[config.mk]
export PLATFORM = sky130hd
export DESIGN_NAME = srn_symbol_nco
export DESIGN_NICKNAME = d
export VERILOG_FILES = /design/src/srn_pkg.sv /design/src/srn_symbol_nco.sv
export SDC_FILE = /design/constraint.sdc
export NUM_CORES = 2
export LEC_CHECK = 0
export BUFFER_PORTS_ARGS = -buffer_cell sky130_fd_sc_hd__buf_4
export CAP_MARGIN = 5
export CORE_MARGIN = 4
export CORE_UTILIZATION = 60
export DETAILED_ROUTE_END_ITERATION = 12
export HOLD_SLACK_MARGIN = 0.03
export PLACE_DENSITY = 0.89
export SETUP_SLACK_MARGIN = 0.5
export SYNTH_ARGS = -nofsm -noshare
export SYNTH_HDL_FRONTEND = slang
export SYNTH_SLANG_ARGS = --single-unit
[constraint.sdc]
create_clock -name i_clock -period 22 [get_ports i_clock]
set_input_delay 0 -clock i_clock [delete_from_list [all_inputs] [get_ports i_clock]]
set_output_delay 0 -clock i_clock [all_outputs]
set_load 0.02 [all_outputs]
[src/srn_pkg.sv]
// Constants and types for the symbol-rate oscillator and its tracking loop.
// Assumes one 100 MHz clock and configuration ports held steady by software.
// Behaviour
// - Symbol oscillator is a 32-bit phase accumulator whose carry marks symbol events.
// - Each cycle outside counter mode the accumulator adds the base step plus the loop correction; counter mode holds it at zero.
// - A control bit gates the loop correction; when off the loop has no influence.
// - A clock at twice the symbol rate is driven on its own output pin.
// - Counter mode makes symbol clocks at a 16-bit rollover count instead.
// - Base step is scaled by the interpolating filter's input rate multiplier.
// - Reference divides by its programmed value, symbol divider by value plus one.
// - Reference divider carry samples accumulator phase as the phase error.
// - Frequency error is current minus previous phase error; both feed the filter.
// - Loop filter runs at half rate, 32 of its cycles per error pair.
// - Lag accumulator integrates phase error times lag gain plus frequency term.
// - Lag accumulator is forced to the upper or lower limit when exceeded.
// - Filter output is lag accumulator plus phase error times lead gain.
// - Gain is binary 01.MMMM times 2 to the power exponent minus 17.
// - Phase error magnitude at or over threshold adds negative addend, else positive.
// - Lock integrator resets to its full-scale negative value.
// - Lock flag is the inverted integrator sign bit, driven on a pin.
// - Lock factor picks negative addend by upper bit, positive by lower two bits.
// - Changes of lock status are offered as an event for an interrupt.
package srn_pkg;
    localparam int unsigned PHASE_WIDTH  = 32;
    localparam int unsigned COUNT_WIDTH  = 16;
    localparam int unsigned DIV_WIDTH    = 16;
    localparam int unsigned THRESH_WIDTH = 21;
    localparam int unsigned LOCK_WIDTH   = 8;
    localparam int unsigned SCALE_BITS   = 5;
    localparam int unsigned DBL_CLK_BASE = 30;
    localparam int          GAIN_EXP_BIAS = 17;
    localparam int          GAIN_MANT_BITS = 4;
    localparam logic [5:0]  GAIN_LEAD_ONE = 6'h10;
    localparam logic [4:0]  FILTER_LAST   = 5'h1F;
    localparam logic [7:0]  LOCK_RESET    = 8'h80;
    localparam logic [7:0]  LOCK_MAX      = 8'h7F;
    localparam logic [7:0]  ADD_NEG_HALF  = 8'hF8;
    localparam logic [7:0]  ADD_NEG_QUART = 8'hFC;
    localparam logic [7:0]  ADD_POS_BASE  = 8'h01;

    typedef enum logic [1:0] {
        INTERP_X2  = 2'b00,
        INTERP_X4  = 2'b01,
        INTERP_X8  = 2'b10,
        INTERP_X16 = 2'b11
    } srn_interp_type;

    typedef enum logic {
        FILTER_IDLE = 1'b0,
        FILTER_BUSY = 1'b1
    } srn_filter_state_type;

    typedef struct packed {
        logic [3:0] mantissa;
        logic [4:0] exponent;
    } srn_gain_type;

    typedef struct packed {
        logic           fir_bypass;
        srn_interp_type fir_interp;
        logic           halfband_bypass;
    } srn_filter_cfg_type;

    typedef struct packed {
        srn_gain_type       lead;
        srn_gain_type       lag;
        srn_gain_type       freq;
        logic signed [31:0] upper_limit;
        logic signed [31:0] lower_limit;
    } srn_loop_cfg_type;

    typedef struct packed {
        logic [20:0] threshold;
        logic [2:0]  factor;
    } srn_lock_cfg_type;
endpackage : srn_pkg

[src/srn_symbol_nco.sv]
// Symbol-rate oscillator, reference dividers, lead/lag loop filter and lock detector.
// Assumes all inputs are synchronous to i_clock and configuration changes rarely.
`timescale 1ns/100ps
module srn_symbol_nco
    import srn_pkg::*;
(
    input  wire logic                      i_clock,
    input  wire logic                      i_reset,
    input  wire logic                      i_clock_enable,
    input  wire logic [PHASE_WIDTH-1:0]    i_base_phase_step,
    input  wire logic                      i_tracking_enable,
    input  wire logic                      i_counter_mode,
    input  wire logic [COUNT_WIDTH-1:0]    i_rollover_count,
    input  wire srn_filter_cfg_type        i_filter_cfg,
    input  wire logic                      i_external_symbol_reference,
    input  wire logic [DIV_WIDTH-1:0]      i_reference_divider,
    input  wire logic [DIV_WIDTH-1:0]      i_symbol_divider,
    input  wire srn_loop_cfg_type          i_loop_cfg,
    input  wire srn_lock_cfg_type          i_lock_cfg,
    output logic                           o_symbol_strobe,
    output logic                           o_double_rate_symbol_clock_out,
    output logic                           o_divided_symbol_strobe,
    output logic signed [PHASE_WIDTH-1:0]  o_sampled_phase_error,
    output logic signed [PHASE_WIDTH:0]    o_frequency_error_term,
    output logic signed [PHASE_WIDTH-1:0]  o_loop_correction,
    output logic                           o_lock_flag,
    output logic                           o_lock_event
);

    // Scales an error by 01.MMMM * 2^(E-17), keeping 64 bits of headroom.
    function automatic logic signed [63:0] apply_gain(input logic signed [32:0] err,
                                                      input srn_gain_type    g);
        logic signed [63:0] prod;
        int                 shift;
        prod  = 64'(err) * $signed({58'h0, GAIN_LEAD_ONE | {2'b00, g.mantissa}});
        shift = int'(g.exponent) - GAIN_EXP_BIAS - GAIN_MANT_BITS;
        if (shift >= 0) begin
            apply_gain = prod <<< shift;
        end else begin
            apply_gain = prod >>> (-shift);
        end
    endfunction : apply_gain

    logic [PHASE_WIDTH-1:0]       acc;
    logic [SCALE_BITS-1:0]        carry_count;
    logic [COUNT_WIDTH-1:0]       roll_count;
    logic                         ref_prev;
    logic [DIV_WIDTH-1:0]         ref_count;
    logic [DIV_WIDTH-1:0]         sym_count;
    logic                         half_phase;
    srn_filter_state_type         filter_state;
    logic [4:0]                   filter_count;
    logic signed [31:0]           filter_pe;
    logic signed [32:0]           filter_fe;
    logic signed [31:0]           lag_acc;
    logic [LOCK_WIDTH-1:0]        lock_int;

    // Step scaling to the interpolating filter input rate.
    wire logic [2:0] fir_shift = 3'(i_filter_cfg.fir_interp) + 3'h1;
    wire logic [2:0] hb_shift  = i_filter_cfg.halfband_bypass ? 3'h0 : 3'h1;
    wire logic [2:0] step_shift = i_filter_cfg.fir_bypass ? hb_shift
                                                           : fir_shift + hb_shift;
    wire logic [PHASE_WIDTH-1:0] scaled_step = i_base_phase_step << step_shift;
    wire logic [PHASE_WIDTH-1:0] loop_term =
        i_tracking_enable ? o_loop_correction : '0;
    wire logic [PHASE_WIDTH-1:0] step_total = scaled_step + loop_term;
    wire logic [PHASE_WIDTH:0] acc_sum = {1'b0, acc} + {1'b0, step_total};
    wire logic nco_carry = acc_sum[PHASE_WIDTH];

    // One symbol per 2^shift accumulator carries.
    wire logic [SCALE_BITS-1:0] scale_mask = SCALE_BITS'((6'h01 << step_shift) - 6'h01);
    wire logic nco_symbol = nco_carry && ((carry_count & scale_mask) == scale_mask);
    wire logic roll_hit = (roll_count >= i_rollover_count);
    wire logic sym_tick = i_counter_mode ? roll_hit : nco_symbol;

    // Twice-symbol-rate square wave from the extended phase or the rollover count.
    wire logic [PHASE_WIDTH+SCALE_BITS-1:0] ext_phase = {carry_count, acc};
    wire logic [5:0] dbl_index = 6'(DBL_CLK_BASE) + {3'h0, step_shift};
    wire logic [COUNT_WIDTH-1:0] roll_half = i_rollover_count >> 1;
    wire logic [COUNT_WIDTH-1:0] roll_quart = i_rollover_count >> 2;
    wire logic roll_dbl = (roll_count < roll_quart) ||
                          ((roll_count >= roll_half) && (roll_count < roll_half + roll_quart));
    wire logic next_dbl_clock = i_counter_mode ? roll_dbl : ext_phase[dbl_index];

    // Reference and symbol dividers.
    wire logic ref_edge = i_external_symbol_reference && !ref_prev;
    wire logic [DIV_WIDTH:0] ref_next_count = {1'b0, ref_count} + 17'h00001;
    wire logic ref_carry = ref_edge && (ref_next_count >= {1'b0, i_reference_divider});
    wire logic sym_carry = sym_tick && (sym_count >= i_symbol_divider);

    // Error terms taken at the reference carry.
    wire logic signed [31:0] sample_pe = $signed(acc);
    wire logic signed [32:0] sample_fe = 33'(sample_pe) - 33'(o_sampled_phase_error);

    // Loop filter arithmetic, committed at the end of the 32 slow cycles.
    wire logic filter_start = ref_carry && (filter_state == FILTER_IDLE);
    wire logic slow_tick = half_phase;
    wire logic filter_done = (filter_state == FILTER_BUSY) && slow_tick &&
                             (filter_count == FILTER_LAST);
    wire logic signed [63:0] lag_sum = 64'(lag_acc) +
                                       apply_gain(33'(filter_pe), i_loop_cfg.lag) +
                                       apply_gain(filter_fe, i_loop_cfg.freq);
    wire logic over_upper = lag_sum > 64'(i_loop_cfg.upper_limit);
    wire logic under_lower = lag_sum < 64'(i_loop_cfg.lower_limit);
    wire logic signed [31:0] next_lag = over_upper  ? i_loop_cfg.upper_limit :
                                        under_lower ? i_loop_cfg.lower_limit :
                                                      lag_sum[31:0];
    wire logic signed [63:0] corr_sum = 64'(next_lag) +
                                        apply_gain(33'(filter_pe), i_loop_cfg.lead);
    wire logic signed [31:0] next_correction = corr_sum[31:0];

    // Lock detector on the freshly sampled phase error.
    wire logic [32:0] pe_mag = sample_pe[31] ? 33'(-33'(sample_pe)) : 33'(sample_pe);
    wire logic over_thresh = pe_mag >= {12'h000, i_lock_cfg.threshold};
    wire logic [7:0] neg_addend = i_lock_cfg.factor[2] ? ADD_NEG_QUART
                                                       : ADD_NEG_HALF;
    wire logic [7:0] pos_addend = ADD_POS_BASE << i_lock_cfg.factor[1:0];
    wire logic [7:0] lock_addend = over_thresh ? neg_addend : pos_addend;
    wire logic signed [8:0] lock_sum = $signed({lock_int[7], lock_int}) +
                                       $signed({lock_addend[7], lock_addend});
    wire logic [7:0] next_lock_int = (lock_sum > 9'sh07F) ? LOCK_MAX :
                                     (lock_sum < -9'sh080) ? LOCK_RESET :
                                     lock_sum[7:0];
    wire logic [7:0] lock_now = ref_carry ? next_lock_int : lock_int;
    wire logic next_lock_flag = !lock_now[7];

    // Symbol oscillator state.
    always_ff @(posedge i_clock or posedge i_reset) begin
        if (i_reset) begin
            acc         <= '0;
            carry_count <= '0;
            roll_count  <= '0;
        end else if (i_clock_enable) begin
            acc <= i_counter_mode ? '0 : acc_sum[PHASE_WIDTH-1:0];
            carry_count <= (!i_counter_mode && nco_carry) ? carry_count + 5'h01 : carry_count;
            roll_count  <= (!i_counter_mode || roll_hit) ? '0 : roll_count + 16'h0001;
        end
    end

    // Clock outputs.
    always_ff @(posedge i_clock or posedge i_reset) begin
        if (i_reset) begin
            o_symbol_strobe                <= 1'b0;
            o_double_rate_symbol_clock_out <= 1'b0;
            o_divided_symbol_strobe        <= 1'b0;
        end else if (i_clock_enable) begin
            o_symbol_strobe                <= sym_tick;
            o_double_rate_symbol_clock_out <= next_dbl_clock;
            o_divided_symbol_strobe        <= sym_carry;
        end
    end

    // Dividers.
    always_ff @(posedge i_clock or posedge i_reset) begin
        if (i_reset) begin
            ref_prev  <= 1'b0;
            ref_count <= '0;
            sym_count <= '0;
        end else if (i_clock_enable) begin
            ref_prev <= i_external_symbol_reference;
            if (ref_edge) begin
                ref_count <= ref_carry ? '0 : ref_next_count[DIV_WIDTH-1:0];
            end
            if (sym_tick) begin
                sym_count <= sym_carry ? '0 : sym_count + 16'h0001;
            end
        end
    end

    // Error detector.
    always_ff @(posedge i_clock or posedge i_reset) begin
        if (i_reset) begin
            o_sampled_phase_error  <= '0;
            o_frequency_error_term <= '0;
        end else if (i_clock_enable && ref_carry) begin
            o_sampled_phase_error  <= sample_pe;
            o_frequency_error_term <= sample_fe;
        end
    end

    // Loop filter sequencer; a pair arriving while busy is skipped by the filter.
    always_ff @(posedge i_clock or posedge i_reset) begin
        if (i_reset) begin
            half_phase   <= 1'b0;
            filter_state <= FILTER_IDLE;
            filter_count <= '0;
            filter_pe    <= '0;
            filter_fe    <= '0;
        end else if (i_clock_enable) begin
            half_phase <= !half_phase;
            case (filter_state)
                FILTER_IDLE: begin
                    filter_count <= '0;
                    if (filter_start) begin
                        filter_pe    <= sample_pe;
                        filter_fe    <= sample_fe;
                        filter_state <= FILTER_BUSY;
                    end
                end
                FILTER_BUSY: begin
                    if (slow_tick) begin
                        filter_count <= filter_count + 5'h01;
                        if (filter_done) begin
                            filter_state <= FILTER_IDLE;
                        end
                    end
                end
                default: begin
                    filter_state <= FILTER_IDLE;
                end
            endcase
        end
    end

    // Loop filter results.
    always_ff @(posedge i_clock or posedge i_reset) begin
        if (i_reset) begin
            lag_acc           <= '0;
            o_loop_correction <= '0;
        end else if (i_clock_enable && filter_done) begin
            lag_acc           <= next_lag;
            o_loop_correction <= next_correction;
        end
    end

    // Lock integrator and flag.
    always_ff @(posedge i_clock or posedge i_reset) begin
        if (i_reset) begin
            lock_int     <= LOCK_RESET;
            o_lock_flag  <= 1'b0;
            o_lock_event <= 1'b0;
        end else if (i_clock_enable) begin
            lock_int     <= lock_now;
            o_lock_flag  <= next_lock_flag;
            o_lock_event <= next_lock_flag != o_lock_flag;
        end
    end

    chk_track_gate: assert property (@(posedge i_clock) disable iff (i_reset)
        !i_tracking_enable |-> step_total == scaled_step)
        else $error("Correction added while tracking disabled.");

    chk_step_scale: assert property (@(posedge i_clock) disable iff (i_reset)
        (!i_filter_cfg.fir_bypass && i_filter_cfg.fir_interp == INTERP_X16 &&
         !i_filter_cfg.halfband_bypass) |-> scaled_step == (i_base_phase_step << 5))
        else $error("Step not scaled by 32.");

    chk_acc_update: assert property (@(posedge i_clock) disable iff (i_reset)
        (i_clock_enable && !i_counter_mode) ##1 !i_counter_mode
        |-> acc == $past(acc) + $past(scaled_step) + $past(loop_term))
        else $error("Accumulator did not add the step.");

    chk_sample_phase: assert property (@(posedge i_clock) disable iff (i_reset)
        (i_clock_enable && ref_carry) |=> o_sampled_phase_error == $signed($past(acc)))
        else $error("Phase not sampled at reference carry.");

    chk_freq_error: assert property (@(posedge i_clock) disable iff (i_reset)
        (i_clock_enable && ref_carry) |=> o_frequency_error_term ==
        33'($signed($past(acc))) - 33'($past(o_sampled_phase_error)))
        else $error("Frequency error is not a phase difference.");

    chk_filter_span: assert property (@(posedge i_clock) disable iff (i_reset)
        filter_done |-> filter_count == FILTER_LAST && half_phase)
        else $error("Filter finished before 32 slow cycles.");

    chk_lag_limits: assert property (@(posedge i_clock) disable iff (i_reset)
        (i_clock_enable && filter_done &&
         i_loop_cfg.lower_limit <= i_loop_cfg.upper_limit) |=>
        lag_acc <= $past(i_loop_cfg.upper_limit) && lag_acc >= $past(i_loop_cfg.lower_limit))
        else $error("Lag accumulator outside its limits.");

    chk_lock_flag: assert property (@(posedge i_clock) disable iff (i_reset)
        i_clock_enable |=> o_lock_flag == !lock_int[7])
        else $error("Lock flag does not follow integrator sign.");

    chk_lock_saturate: assert property (@(posedge i_clock) disable iff (i_reset)
        (i_clock_enable && ref_carry && lock_int == LOCK_MAX && !over_thresh)
        |=> lock_int == LOCK_MAX)
        else $error("Lock integrator wrapped at the top.");

    cov_lock_gained: cover property (@(posedge i_clock) disable iff (i_reset)
        $rose(o_lock_flag));
    cov_filter_done: cover property (@(posedge i_clock) disable iff (i_reset)
        filter_done && i_tracking_enable);
    cov_counter_symbol: cover property (@(posedge i_clock) disable iff (i_reset)
        i_counter_mode && sym_tick);

endmodule : srn_symbol_nco

==> out/metrics.yaml <==
clock_tree:
  clk_latency_ns: 0.62
  clock_path_buffers: 3
  clock-sinks: 300
  numCtsBuffers: 38
  htreeDepth: 2
  clockRootBuffer: "clkbuf_16"
  cts_setup_buffers: 0
  clk_pin_slew_worst_paths_ns: 0.06
  cts_tree: "done"
logic_synthesis:
  synth-seq-cells: 300
  synth_top_area_cell: "ha_1"
  syn_area_mm2: 0.0661
  synth_top_area_share_pct: 13.5
  synth_edf_count: 0
  synth.avg_cell_area_um2: 7.58
  yosys_warnings: 0
  synthFlopType: "dfrtp_1"
  ys_seq_area_share_pct: 11.4
  synthTopCellsByArea: "ha_1 14%, dfrtp_1 11%, fa_1 11%, nand2_1 5.3%, a21oi_1 5.0%"
  syn_inst: 8717
  syn-num-nets: 9999
  ys_async_sr_fraction_pct: 100
  ys_types: 120
route:
  ant_nets: 0
  vias_per_cell: 6.71
  drt_iter0_markers: 8494
  wl_um: 242000
  vias: 68200
  routedWlPerCell_um: 23.8
  drcViolationCount: 0
  dr.pass1.iters: 8
grt:
  grt.total_usage_pct: 40.5
  antenna_found_initial: 11
  grt_max_degree: 93
  grt_overflow: 0
  grt_pass1_vias: 66800
  grt_pass1_wl_um: 375000
sta:
  rsz0062_at_grt: "no"
  setup_viol: 0
  min_period_ns: 19.43
  worstMarginPinSlew_ns: 1.26
  slew_viol_final: 0
  finalCritPeriodShare_pct: 88.3
  max_slew_margin_pct: 14.8
  hold_viol_final: 0
  clock_skew_ns: 0.0459
  fmax_mhz: 51.5
  fin_setup_tns_ns: 0
placed_design:
  dp_cells: 10100
  hpwl_um: 193000
  place_area_mm2: 0.0693
  place_congestion: 1.08
  io_buffers: 306
cells_and_area:
  layout_commonest_cell: "nand2_1"
  fin_area_mm2: 0.0709
  nets: 10000
  n_fill_cell: 9087
  register_area_mm2: 0.00751
  stdcell_count: 10200
  final_util_pct: 65.0
  drive_above_1_share_pct: 9.54
  multiInputGateArea_mm2: 0.0541
  mostFrequentLayoutCells: "931 x nand2_1, 793 x inv_1, 709 x ha_1"
  areaGrowthSynthToFinish_pct: 7.26
critical_path:
  crit_type: "reg2reg"
  arrival_ns: 19.86
  critPathRequiredTime_ns: 22.43
  start_kind: "flip-flop"
  path_delay_family: "compound AO/OA/AOI/OAI gates"
  cp-end-kind: "flip-flop"
  critPathMaxStageDelay_ns: 1.05
  worst-path-buf-inv: 3
  reg2regPathDepth: 67
  path_max_fanout: 59
  cp.depth: 67
  cp_slowest_cell: "o311ai_1"
die:
  die_area_mm2: 0.115
  rows: 121
  die_w_um: 340
  core_mm2: 0.109
  ioPinCount: 307
  die_h_um: 340
  start_util_pct: 60.6
status:
  status: "finished clean"
pwr:
  peakVddDrop_mv: 0.0698
  p_leak_uw: 0.0352
  power_density_mw_per_mm2: 65.0
flow_run:
  maxCapViolCount: 0
hold_path:
  hold_path_class: "in2async"
tightest hold or removal path, delay by kind of cell:
kind / cells / cell delay [ns]
buffers and inverters: 3 / 1.13
synthesized netlist by cell type, drive strengths merged, types with 96 or more instances:
cell type / number
a211oi: 105
and2: 385
clkbuf: 393
a21oi: 665
mux2: 223
nand2: 933
nor2: 641
inv: 797
o21ai: 632
fa: 364
nand3: 179
a21o: 222
xor2: 134
nand2b: 96
xnor2: 235
nor3: 163
ha: 713
o211ai: 108
dfrtp: 299
mux2i: 190
kinds of logic (layout without fill, tap and decap cells):
family                     count (synthesis)  in the layout  share of synthesized area [%]
other                                      0              4                              0
xor gates and xnor gates                 371            371                           4.98
buffers and inverters                   1251           1284                           7.17
DFF                                      300            300                           11.4
and+or+nand+nor                         2767           2767                           19.9
AOI/OAI and AO/OA                       2506           2506                           24.3
adders and majority gates               1077           1077                           24.5
muxes                                    445            445                           7.77
repair_timing:
item,in CTS,in global routing
resized for setup,0,0
endpoints found under the hold margin,109,0
hold buffers,18,0
cell type report:
cell class,count,share of cell area (%)
inverters,800,4.25
clock buffers,47,1.45
multi-input cells,7166,76.3
well taps,1414,2.50
diodes,4,0.0141
flip-flops and latches,300,10.6
repair buffers,415,4.46
clock inverters,22,0.411
metal layers:
layer	track usage (%)	share of wire, %
met1	50.2	37
met2	65.4	45
met3	7.72	10
met4	24.8	7.6
met5	0	0.017
sequential cells by signal, indices dropped and copies added, names as in the netlist, 32 cells and up:
signal,count
filter_pe,32
lag_acc,32
o_sampled_phase_error,32
o_frequency_error_term,33
acc,32
filter_fe,33
o_loop_correction,32
final timing paths:
| path | from | end | slack, ns |
|---|---|---|---|
| max | filter_fe[3] | o_loop_correction[30] | 2.57 |
| min reg2reg | lock_int[6] | lock_int[6] | 0.49 |
| max in group asynchronous | i_reset | filter_fe[2] | 20.45 |
| max reg2reg | filter_fe[3] | o_loop_correction[30] | 2.57 |
| min | i_reset | lock_int[2] | 0.04 |
| min in group i_clock | i_loop_cfg[4] | lag_acc[4] | 0.07 |
where the power goes:
group	switching, uW	internal (uW)	leakage, uW	total (uW)
sequential	155	607	0.00409	762
clock	288	396	0.000645	683
combinational	2000	1150	0.0305	3160
stage by stage:
step	worst slack (ns)	total power [uW]	hold WS, ns
CTS	3.08	4480	0.0329
detailed placement	3.03	3760	0.142
global placement	3.57	3660	0.125
finish	2.57	4600	0.0391
floorplan	5.49	2800	0.152
global route	1.38	4860	0.0551
Power figures use the tool's default switching activity.
